--- config.mk ---
export PLATFORM = sky130hd
export DESIGN_NAME = handler_io
export DESIGN_NICKNAME = d
export VERILOG_FILES = /design/src/logic/handler_io_pkg.sv /design/src/logic/pin_sync.sv /design/src/logic/handler_io.sv
export VERILOG_INCLUDE_DIRS = /design/src /design/src/logic
export SDC_FILE = /design/constraint.sdc
export NUM_CORES = 1
export LEC_CHECK = 0
export BUFFER_PORTS_ARGS = -buffer_cell sky130_fd_sc_hd__buf_2
export CAP_MARGIN = 20
export CORE_MARGIN = 3
export CORE_UTILIZATION = 63
export DETAILED_ROUTE_END_ITERATION = 10
export PLACE_DENSITY = 0.83
export SLEW_MARGIN = 10
export SYNTH_ARGS = -nofsm -noshare
export SYNTH_HDL_FRONTEND = slang
export SYNTH_SLANG_ARGS = --single-unit
export TNS_END_PERCENT = 5
--- constraint.sdc ---
create_clock -name clk -period 8 [get_ports clk]
set_input_delay 0.8 -clock clk [delete_from_list [all_inputs] [get_ports clk]]
set_output_delay 0.8 -clock clk [all_outputs]
set_load 0.005 [all_outputs]
--- src/logic/handler_io_params.svh ---
// timing and width constants for the handler i/o block
`ifndef HANDLER_IO_PARAMS_SVH
`define HANDLER_IO_PARAMS_SVH
`define CLK_FREQ_HZ 40000000
`define TRIG_DELAY_NS 10000
`define TRIG_DELAY_CYC ((`TRIG_DELAY_NS * (`CLK_FREQ_HZ / 1000000)) / 1000)
`define BIN_DELAY_US 200
`define BIN_DELAY_CYC (`BIN_DELAY_US * (`CLK_FREQ_HZ / 1000000))
`define BIN_COUNT 9
`endif

--- src/logic/handler_io_pkg.sv ---
// types shared by the handler i/o block
`default_nettype none
package handler_io_pkg;
  typedef struct packed {
    logic [3:0] bin_index;
    logic primary_high;
    logic primary_low;
    logic secondary_fail;
  } sort_result_t;
  typedef struct packed {
    logic [8:0] bin_n;
    logic secondary_over_fail_n;
    logic primary_over_fail_n;
    logic primary_high_fail_n;
    logic primary_low_fail_n;
    logic overall_fail_n;
  } sort_pins_t;
endpackage
`default_nettype wire

--- src/logic/pin_sync.sv ---
// two-stage synchroniser for asynchronous pin levels
`default_nettype none
module pin_sync #(
  parameter int WIDTH = 2
) (
  input wire logic clk,
  input wire logic rst_b,
  input wire logic [WIDTH-1:0] async_in,
  output logic [WIDTH-1:0] sync_out
);
  if (WIDTH < 1)
  begin
    $error("pin_sync: width must be at least one");
  end
  logic [WIDTH-1:0] stage1;
  // both stages reset high: a trigger already high at reset then gives no edge,
  // and a lock pin idling high reads as unlocked
  always_ff @(posedge clk or negedge rst_b)
  begin
    if (!rst_b)
    begin
      stage1 <= '1;
      sync_out <= '1;
    end
    else
    begin
      stage1 <= async_in;
      sync_out <= stage1;
    end
  end
endmodule
`default_nettype wire

--- src/logic/handler_io.sv ---
// handler interface: sorting outputs, status flags and trigger input
//
// Summary of operation
// - Nine active-low bin outputs; only the bin holding the sort result is driven low.
// - Secondary over-fail goes low on a secondary fail, only while aux comparison is on.
// - Primary over-fail is low when primary high-fail or low-fail is asserted.
// - Primary high-fail goes low when the primary value exceeds its upper limit.
// - Primary low-fail goes low when the primary value is below its lower limit.
// - Overall fail is low when primary or secondary over-fail is asserted.
// - Conversion flag is low while the a/d conversion runs and high when it ends.
// - Measure-done is low while the test runs and high once it completes.
// - A rising edge on the external trigger starts a measurement.
// - Keypad is locked while the lock input is low, unlocked while it is high.
// - The measurement starts less than 10 us after a valid trigger edge.
// - Sort outputs appear 200 us after the digital computation completes.
`default_nettype none
`include "handler_io_params.svh"
module handler_io #(
  parameter int BIN_DELAY_CYCLES = `BIN_DELAY_CYC,
  parameter int TRIG_DELAY_CYCLES = `TRIG_DELAY_CYC
) (
  input wire logic clk,
  input wire logic rst_b,
  input wire logic external_trigger_in,
  input wire logic keypad_lock_in_n,
  input wire logic aux_compare_on,
  input wire logic conversion_done,
  input wire logic compute_done,
  input wire handler_io_pkg::sort_result_t result,
  output logic measure_start,
  output logic keypad_locked,
  output logic conversion_busy_n,
  output logic measure_done_n,
  output handler_io_pkg::sort_pins_t pins
);
  // --------------------------------------------------------------
  // elaboration checks
  // --------------------------------------------------------------
  // start leaves 3 cycles after the pin edge, so a bound of 3 or less is unreachable
  if (TRIG_DELAY_CYCLES <= 3)
  begin
    $error("handler_io: trigger bound must exceed the 3-cycle start latency");
  end
  // settle_count is 32 bits wide, so any positive delay fits
  if (BIN_DELAY_CYCLES < 1)
  begin
    $error("handler_io: bin delay must be at least one cycle");
  end
  // the pin struct is laid out for exactly nine bins
  if (`BIN_COUNT != 9)
  begin
    $error("handler_io: bin count must match the pin struct");
  end

  typedef enum logic [1:0] {idle_s, convert_s, compute_s, settle_s} state_t;
  state_t state;
  logic [1:0] sync_pins;
  logic trig_prev;
  logic trig_rise;
  logic [31:0] settle_count;
  handler_io_pkg::sort_result_t held;
  logic p_over;
  logic s_over;

  // --------------------------------------------------------------
  // bin decode
  // --------------------------------------------------------------
  // active-low one-of-nine; codes outside 1..9 leave every bin high
  function automatic logic [8:0] bin_decode(input logic [3:0] index);
    logic [8:0] lines;
    lines = 9'h1FF;
    for (int b = 0; b < `BIN_COUNT; b++)
    begin
      if (32'(index) == 32'(b + 1))
        lines[b] = 1'b0;
    end
    return lines;
  endfunction

  // fail terms of the held result; secondary only counts with aux comparison on
  assign p_over = held.primary_high | held.primary_low;
  assign s_over = held.secondary_fail & aux_compare_on;

  // --------------------------------------------------------------
  // pin synchronisers
  // --------------------------------------------------------------
  // a trigger pulse shorter than one clock period may be missed; the two flops
  // cost two cycles of start latency, well inside the trigger bound
  pin_sync #(.WIDTH(2)) u_sync (
    .clk(clk),
    .rst_b(rst_b),
    .async_in({external_trigger_in, keypad_lock_in_n}),
    .sync_out(sync_pins)
  );

  // --------------------------------------------------------------
  // edge detection and keypad lock
  // --------------------------------------------------------------
  // trig_prev starts high so a trigger held high at reset is no edge
  always_ff @(posedge clk or negedge rst_b)
  begin
    if (!rst_b)
      trig_prev <= 1'b1;
    else
      trig_prev <= sync_pins[1];
  end
  assign trig_rise = sync_pins[1] & ~trig_prev;

  always_ff @(posedge clk or negedge rst_b)
  begin
    if (!rst_b)
      keypad_locked <= 1'b0;
    else
      keypad_locked <= ~sync_pins[0];
  end

  // --------------------------------------------------------------
  // measurement sequence
  // --------------------------------------------------------------
  // start is issued 3 cycles after the pin edge: well under 10 us at 40 MHz
  // compute_done is taken only in compute_s; an earlier pulse is lost
  always_ff @(posedge clk or negedge rst_b)
  begin
    if (!rst_b)
    begin
      state <= idle_s;
      measure_start <= 1'b0;
      settle_count <= 32'h0;
      held <= '0;
    end
    else
    begin
      measure_start <= 1'b0;
      case (state)
        idle_s:
        begin
          // back-to-back triggers are fine once idle is reached
          if (trig_rise)
          begin
            measure_start <= 1'b1;
            state <= convert_s;
          end
        end
        convert_s:
        begin
          if (conversion_done)
            state <= compute_s;
        end
        compute_s:
        begin
          if (compute_done)
          begin
            held <= result;
            settle_count <= 32'(BIN_DELAY_CYCLES - 1);
            state <= settle_s;
          end
        end
        settle_s:
        begin
          if (settle_count == 32'h0)
            state <= idle_s;
          else
            settle_count <= settle_count - 32'h1;
        end
        default: state <= idle_s;
      endcase
      // edges outside idle_s fall through unused
    end
  end

  // --------------------------------------------------------------
  // status and sort outputs
  // --------------------------------------------------------------
  // the counter is loaded with delay-1, so the pins change BIN_DELAY_CYCLES
  // edges after compute_done is taken
  logic publish;
  assign publish = (state == settle_s) && (settle_count == 32'h0);

  // busy falls with the start pulse and rises on the edge after conversion_done;
  // a conversion_done outside convert_s has no effect
  always_ff @(posedge clk or negedge rst_b)
  begin
    if (!rst_b)
      conversion_busy_n <= 1'b1;
    else
      conversion_busy_n <= ~(trig_rise && state == idle_s)
        && !(state == convert_s && !conversion_done);
  end

  // done rises one cycle after the sort pins change
  always_ff @(posedge clk or negedge rst_b)
  begin
    if (!rst_b)
      measure_done_n <= 1'b1;
    else if (state == idle_s && trig_rise)
      measure_done_n <= 1'b0;
    else if (state == idle_s)
      measure_done_n <= 1'b1;
  end

  // --------------------------------------------------------------
  // sort outputs
  // --------------------------------------------------------------
  // the pins keep the last result between measurements, so a slow handler
  // may read them at any time after done rises
  always_ff @(posedge clk or negedge rst_b)
  begin
    if (!rst_b)
      pins <= '1;
    else if (publish)
    begin
      pins.bin_n <= bin_decode(held.bin_index);
      pins.primary_high_fail_n <= ~held.primary_high;
      pins.primary_low_fail_n <= ~held.primary_low;
      pins.primary_over_fail_n <= ~p_over;
      pins.secondary_over_fail_n <= ~s_over;
      pins.overall_fail_n <= ~(p_over | s_over);
    end
  end
endmodule
`default_nettype wire

==> results.md, run 1 <==
- Largest net degree at the start of global routing: 65
- Max incr delay on CP: 0.85 ns
- Slew @ Worst Pin: 0.9855 ns
- Vias per cell: 6.288
- Post-CTS Resized: 0
- Top cells by count, synth: dfrtp_1, a21oi_1, nor2_1, dfstp_2, or4_1
- Crit-path slowest cell: o31ai_1
- # rows: 24
- Fmax: 315.8 MHz
- Seq/Total Area, Yosys: 52.63%
- Antenna-violating nets left: 0
- Maxcap violations: 0
- Kind of cell adding the most delay to the critical path: simple AND/OR/NAND/NOR gates
- Routed len/inst: 16.23 um
- GP Congestion: 0.9187
- Max Slew Vio Count: 0
- Ys flop type: dfrtp_1
- Core area: 4534 sq um
- Syn_area_per_cell: 10.28 sq um
- Outcome: finished, final reports clean
- Max_slew headroom: 33.74%
- Worst Hold Class: flop to flop
- Lkg Pwr: 0.001422 uW
- CP Data Required Time: 8.18 ns
- Layout cells sized above 1: 25.44%
- Vias in the first global route: 2436
- Sw frac: 32.78%
- Hold Violations, Final: 0
- CP Capture Type: flop
- Combinational Power Share: 22.6%
- First-pass GRT wire length: 11500 um
- Async SR Flop Fraction: 100.0%
- Fin Hold WS: 0.3564 ns
- Worst IR Drop VDD: 160.9 uV
- Post-synth EDFFs: 0
- Cts bufs inserted: 9
- Setup Buffers After CTS: 0
- Post-synth top area cell: dfrtp_1
- Tmin final: 3.167 ns
- CTS tree: done
- Pwr per Cell Area: 256.5 nW/um^2
- Met2 Use GR: 39.89%
- RSZ-0062 raised after global routing: no
- Worst EP arrival: 3.35 ns
- Crit Path Class: flop to flop
- Main area contributors after synthesis: dfrtp_1, dfstp_2, or4_1
- Initial Utilization: 68.21%
- Sequential share of power: 46.3%
- IO Pins: 32
- Met3 usage: 3.901%
- Crit path max fanout: 11
- Worst skew pair latency: 0.34 ns
- Die ar.: 5786 sq um
- Post-synth net total: 320
- Clock share of power: 31.1%
- Post-synth top area share: 34.79%
- Post-DP HPWL: 4359 um
- Final Cycle Share: 39.59%
- Pre-antenna DRT Iters: 5
- P&R area growth vs syn: 13.39%
- Global Route Usage Sum: 24.82%
- Total wire length: 6542 um
- Area of the mapped netlist: 3093 sq um
- Synth warnings: 0
- CTS Root Cell: clkbuf_8
- CP cell instances: inv_1, ha_1, or4b_1, or3_4, o31ai_1, buf_4, or3_1, nand3_1
- H-tree Lvls: 3
- # fillers: 308
- Met1 Track Usage GR: 32.81%
- Most common cell in the netlist: dfrtp_1
- NetSw: 294.9 uW
- Grt total ovfl: 0
- Post-Route Setup TNS: 0 ns
- Die Height: 76.07 um
- Flops & latches, synth: 64
- Final nets: 352
- Int Pwr: 604.7 uW
- Total vias in the final route: 2534
- Clock slew at reported path FFs: 0.07 ns
- DRC viols: 0
- Gr busiest metal: met2
- Worst Path Buf+Inv: 2
- Antenna violations before repair: 0
- Clock Sinks: 64
- Reg2reg setup slack: 4.83 ns
- Post-CTS Hold Fix Bufs: 0
- Die Wd: 76.07 um
- Cells after Synth: 301
- CTS max path bufs: 2
- Skew final: 0.008157 ns
- Cell variety after synth: 41
- Startpoint types: flop
- # diodes: 0
- Count of input and output buffers: 31
- Final setup vio count: 0
- DR iter-0 viols: 275
-- cell families after synthesis --
kind of cell               Yosys count  synth area share, %
muxes                               11                3.924
AOI/OAI and AO/OA                   71                14.32
DFF                                 64                52.63
buffers and inverters               25                3.277
adders and majority gates            5                2.023
and+or+nand+nor                    125                23.83
-- registers in the layout, indices dropped and copies added (netlist names) --
name               count
keypad_locked          1
pins                  14
held                   7
state                  2
trig_prev              1
conversion_busy_n      1
measure_start          1
measure_done_n         1
settle_count          32
u_sync.sync_out        2
u_sync.stage1          2
-- worst reg2reg max path: stages (launching register included) --
cell and delay (ns):
dfrtp_1 0.41, inv_1 0.07, ha_1 0.15, or4b_1 0.58, or3_4 0.48, o31ai_1 0.85, buf_4 0.30, or3_1 0.12
nand3_1 0.06
-- through the flow --
stage	setup slack (ns)	utilization (%)	instance area (sq um)	std cells	power [uW]
after floorplan	5.303	-	3093	301	556.0
after global placement	4.920	72.68	3296	386	612.0
after detailed placement	4.836	72.79	3301	387	618.6
after CTS	4.815	77.15	3498	403	898.5
after global routing	4.609	77.35	3507	403	953.3
final	4.833	77.35	3507	403	899.6
-- placed cells by master, fill, tap and decap left out, drive strengths merged, types with 4 or more instances in the layout --
| cell type | instances |
|---|---|
| nand4 | 4 |
| buf | 36 |
| or4 | 20 |
| inv | 11 |
| mux2 | 9 |
| o41ai | 4 |
| nor3 | 10 |
| or3 | 17 |
| dfrtp | 43 |
| nor2 | 26 |
| o31ai | 14 |
| o21ai | 16 |
| clkbuf | 11 |
| a21oi | 26 |
| nand2 | 11 |
| ha | 5 |
| nand2b | 4 |
| nor4 | 8 |
| dfstp | 21 |
| nand3 | 9 |
-- cell type report --
type	instances	area [sq um]	area share [%]
timing repair buffer	36	190.2	5.423
clock inverter	5	56.30	1.605
multi-input combinational	212	1373	39.14
clock buffer	11	141.4	4.031
sequential	64	1628	46.41
inverter	10	37.54	1.070
tap	65	81.33	2.319
-- layer usage --
| layer | up-vias | wire, um |
|---|---|---|
| met4 | 0 | 148 |
| met5 | - | 0 |
| met2 | 74 | 3205 |
| met3 | 19 | 331 |
| li1 | 1211 | - |
| met1 | 1230 | 2856 |
-- power groups by stage --
stage	sequential (uW)	combinational (uW)	clock, uW
finish	417	203	280
global route	423	231	299
CTS	416	202	281
detailed placement	420	198	0
global placement	419	193	0
floorplan	411	145	0
-- worst paths after layout --
| check | startpoint | cells after the start | endpoint |
|---|---|---|---|
| max | settle_count[0] | 8 | settle_count[2] |
| max in group asynchronous | rst_b | 2 | settle_count[1] |
| min reg2reg | u_sync.stage1[1] | 0 | u_sync.sync_out[1] |
| max reg2reg | settle_count[0] | 8 | settle_count[2] |
| min in group asynchronous | rst_b | 2 | settle_count[26] |
| min | u_sync.stage1[1] | 0 | u_sync.sync_out[1] |
Note: power is estimated with default switching activity, not from simulation.
==> run 2, diff against run 1 <==
ABC_AREA = 1   (was unset)
CORE_UTILIZATION = 60   (was 63)
PLACE_DENSITY = 0.79   (was 0.83)
clock period = 3 ns   (was 8 ns; I/O delays follow)
==> run 2 against run 1 <==
Critical path type unchanged; synthesized area increased by 17%; setup slack got worse by 4.0 ns; register-to-register slack got worse by 4.0 ns; global-route usage decreased by 1.2 points.
==> results.md, run 2 <==
- Antenna violations before repair: 0 (unchanged)
- Clock slew at reported path FFs: 0.07 ns (about the same)
- Clock Sinks: 64 (unchanged)
- Post-CTS Resized: 0 (unchanged)
- Core area: 5675 sq um (was 4534 sq um)
- Cell variety after synth: 34 (was 41)
- Post-synth EDFFs: 0 (unchanged)
- CTS tree: done (unchanged)
- Max Slew Vio Count: 0 (unchanged)
- Flip-flop count of the largest register after layout: 32 (unchanged)
- Most common cell after layout, fill and taps aside: nand2_1 (was dfrtp_1)
- Worst Hold Class: input pin to flop (was flop to flop)
- Power Total: 3082 uW (was 899.6 uW)
- Largest Register: settle_count (unchanged)
- Crit path max fanout: 47 (was 11)
- Maxcap violations: 0 (unchanged)
- Reg2Reg Depth: 10 (was 8)
- Outcome: finished, final reports clean (unchanged)
- IO Pins: 32 (unchanged)
- Cts bufs inserted: 9 (unchanged)
- Hold Violations, Final: 0 (unchanged)
- Area of the mapped netlist: 3613 sq um (was 3093 sq um)
- Setup Buffers After CTS: 0 (unchanged)
- DRC viols: 0 (unchanged)
- H-tree Lvls: 3 (unchanged)
- Startpoint types: flop (unchanged)
- Most frequent cells in the layout: nand2_1, nor2_1, dfrtp_1 (was dfrtp_1, buf_2, nor2_1, a21oi_1, dfstp_2)
- Tmin final: 2.154 ns (was 3.167 ns)
- DR iter-0 viols: 220 (was 275)
- RSZ-0062 raised after global routing: no (unchanged)
- Post-synth top area cell: dfrtp_1 (unchanged)
- Grt total ovfl: 0 (unchanged)
- Skew final: 0.005930 ns (was 0.008157 ns)
- Non-Filler Instances: 574 (was 403)
- Lkg Pwr: 0.001989 uW (was 0.001422 uW)
- Syn_area_per_cell: 7.804 sq um (was 10.28 sq um)
- Synth warnings: 0 (unchanged)
- Pwr per Cell Area: 765.8 nW/um^2 (was 256.5 nW/um^2)
- Slew @ Worst Pin: 0.7036 ns (was 0.9855 ns)
- Routed len/inst: 13.30 um (was 16.23 um)
- Antenna-violating nets left: 0 (unchanged)
- Crit Path Class: flop to flop (unchanged)
- Seq/Total Area, Yosys: 45.05% (was 52.63%)
- Most common cell in the netlist: nand2_1 (was dfrtp_1)
- Post-layout util: 70.92% (was 77.35%)
- Post-Place Cells: 557 (was 387)
- CP Data Required Time: 3.27 ns (was 8.18 ns)
- Top flop regs: settle_count x32, pins x14, held x7 (unchanged)
- Final nets: 516 (was 352)
- Pre-antenna DRT Iters: 5 (unchanged)
- # diodes: 0 (unchanged)
- Post-synth top area share: 29.78% (was 34.79%)
- Die Wd: 83.61 um (was 76.07 um)
- Post-Route Setup TNS: 0 ns (unchanged)
- Worst hold path stage count: 1 (was 0)
- P&R area growth vs syn: 11.39% (was 13.39%)
- Global Route Usage Sum: 23.64% (was 24.82%)
- Initial Utilization: 63.67% (was 68.21%)
- GP Congestion: 0.9350 (was 0.9187)
- Final setup vio count: 0 (unchanged)
- Die Height: 83.61 um (was 76.07 um)
- Worst skew pair latency: 0.34 ns (about the same)
- Total vias in the final route: 3066 (was 2534)
- Top cells by count, synth: nand2_1, nor2_1, dfrtp_1, inv_1, nand3_1 (was dfrtp_1, a21oi_1, nor2_1, dfstp_2, or4_1)
- Max_slew headroom: 52.82% (was 33.74%)
- CP Capture Type: flop (unchanged)
- Vias in the first global route: 2978 (was 2436)
- Async SR Flop Fraction: 100.0% (unchanged)
- Main area contributors after synthesis: dfrtp_1, dfstp_2, nand2_1 (was dfrtp_1, dfstp_2, or4_1)
- # rows: 27 (was 24)
- Final Cycle Share: 71.80% (was 39.59%)
- First-pass GRT wire length: 13500 um (was 11500 um)
- Total wire length: 7635 um (was 6542 um)
- Ys flop type: dfrtp_1 (unchanged)
- CTS max path bufs: 2 (unchanged)
- CTS Root Cell: clkbuf_8 (unchanged)
- Worst EP arrival: 2.42 ns (was 3.35 ns)
- Post-synth net total: 482 (was 320)
- Die ar.: 6990 sq um (was 5786 sq um)
- Cells after Synth: 463 (was 301)
- Count of input and output buffers: 31 (unchanged)
- Flops & latches, synth: 64 (unchanged)
- Layout cells sized above 1: 21.12% (was 25.44%)
- Vias per cell: 5.341 (was 6.288)
- Largest net degree at the start of global routing: 48 (was 65)
- Worst IR Drop VDD: 615.3 uV (was 160.9 uV)
- Post-DP HPWL: 5453 um (was 4359 um)
- Fmax: 464.3 MHz (was 315.8 MHz)
## run 2: cell count changes in the layout (fill, tap and decap cells not counted), moves of 6 or more
cell / delta
o31ai_1: -14
nand2_1: +124
or4_1: -20
o21ai_1: +7
nand3_1: +22
mux2_2: -6
nand4_1: +7
nor2_1: +49
xor2_1: +8
a21oi_1: -22
o21ai_2: +14
or3_1: -16
inv_1: +25
## run 2: cell families after synthesis
logic type	count (synthesis)	synth area share, %
AND/OR/NAND/NOR	279	33.86
flip-flops	64	45.05
AO/OA/AOI/OAI	51	9.003
buffers and inverters	48	6.267
XOR/XNOR	13	3.151
adder cells (fa/ha/maj)	5	1.731
multiplexers	3	0.9348
## run 2: area by class of cell
class	count	area [sq um]
flip-flops and latches	64	1628
clock inverters	5	80.08
fillers	461	1650
multi-input cells	351	1759
well taps	72	90.09
clock buffers	11	141.4
inverters	35	131.4
repair buffers	36	195.2
## run 2: final timing paths
kind / from / to / slack, ns
setup reg to reg: settle_count[0] / settle_count[21] / 0.85
hold reg to reg: u_sync.stage1[0] / u_sync.sync_out[0] / 0.36
setup / recovery: settle_count[0] / settle_count[21] / 0.85
hold / removal: external_trigger_in / u_sync.stage1[1] / 0.05
min in group asynchronous: rst_b / settle_count[7] / 0.50
max in group asynchronous: rst_b / pins[8] / 1.73
## run 2: power breakdown
part	total [uW]	switching, uW	leakage (uW)	internal, uW
Combinational	1040	718	0.00112	326
Clock	835	346	0.000106	489
Sequential	1200	158	0.000765	1050
## run 2: metrics by stage
stage | setup slack (ns) | hold WS [ns] | area, sq um
after global routing | 0.5899 | 0.04067 | 4025
after floorplan | 1.249 | 0.004409 | 3613
final | 0.8460 | 0.04889 | 4025
after CTS | 0.8170 | 0.03903 | 4025
after detailed placement | 0.8341 | 0.3498 | 3794
after global placement | 0.9327 | 0.3459 | 3794
## run 2: metal layers
metal / vias up / global-route usage [%] / wire [um]
met3: 17 / 3.751 / 297
met2: 76 / 38.90 / 3630
met4: 0 / 9.795 / 156
li1: 1550 / - / -
met1: 1423 / 31.07 / 3550
met5: - / 0 / 0
## run 2: critical path, stage by stage (launching register included)
cell,delay (ns)
dfrtp_1,0.39
inv_1,0.11
ha_1,0.27
nand2_2,0.11
nor2_4,0.20
nand2_4,0.09
nor2_8,0.15
nand2_4,0.08
nand2_4,0.43
nand2_1,0.14
o21ai_2,0.09
## run 2: what timing repair did
item	4_1_cts	5_1_grt
hold endpoints to repair	19	0
endpoints found under the setup margin	0	0
hold buffers	1	0
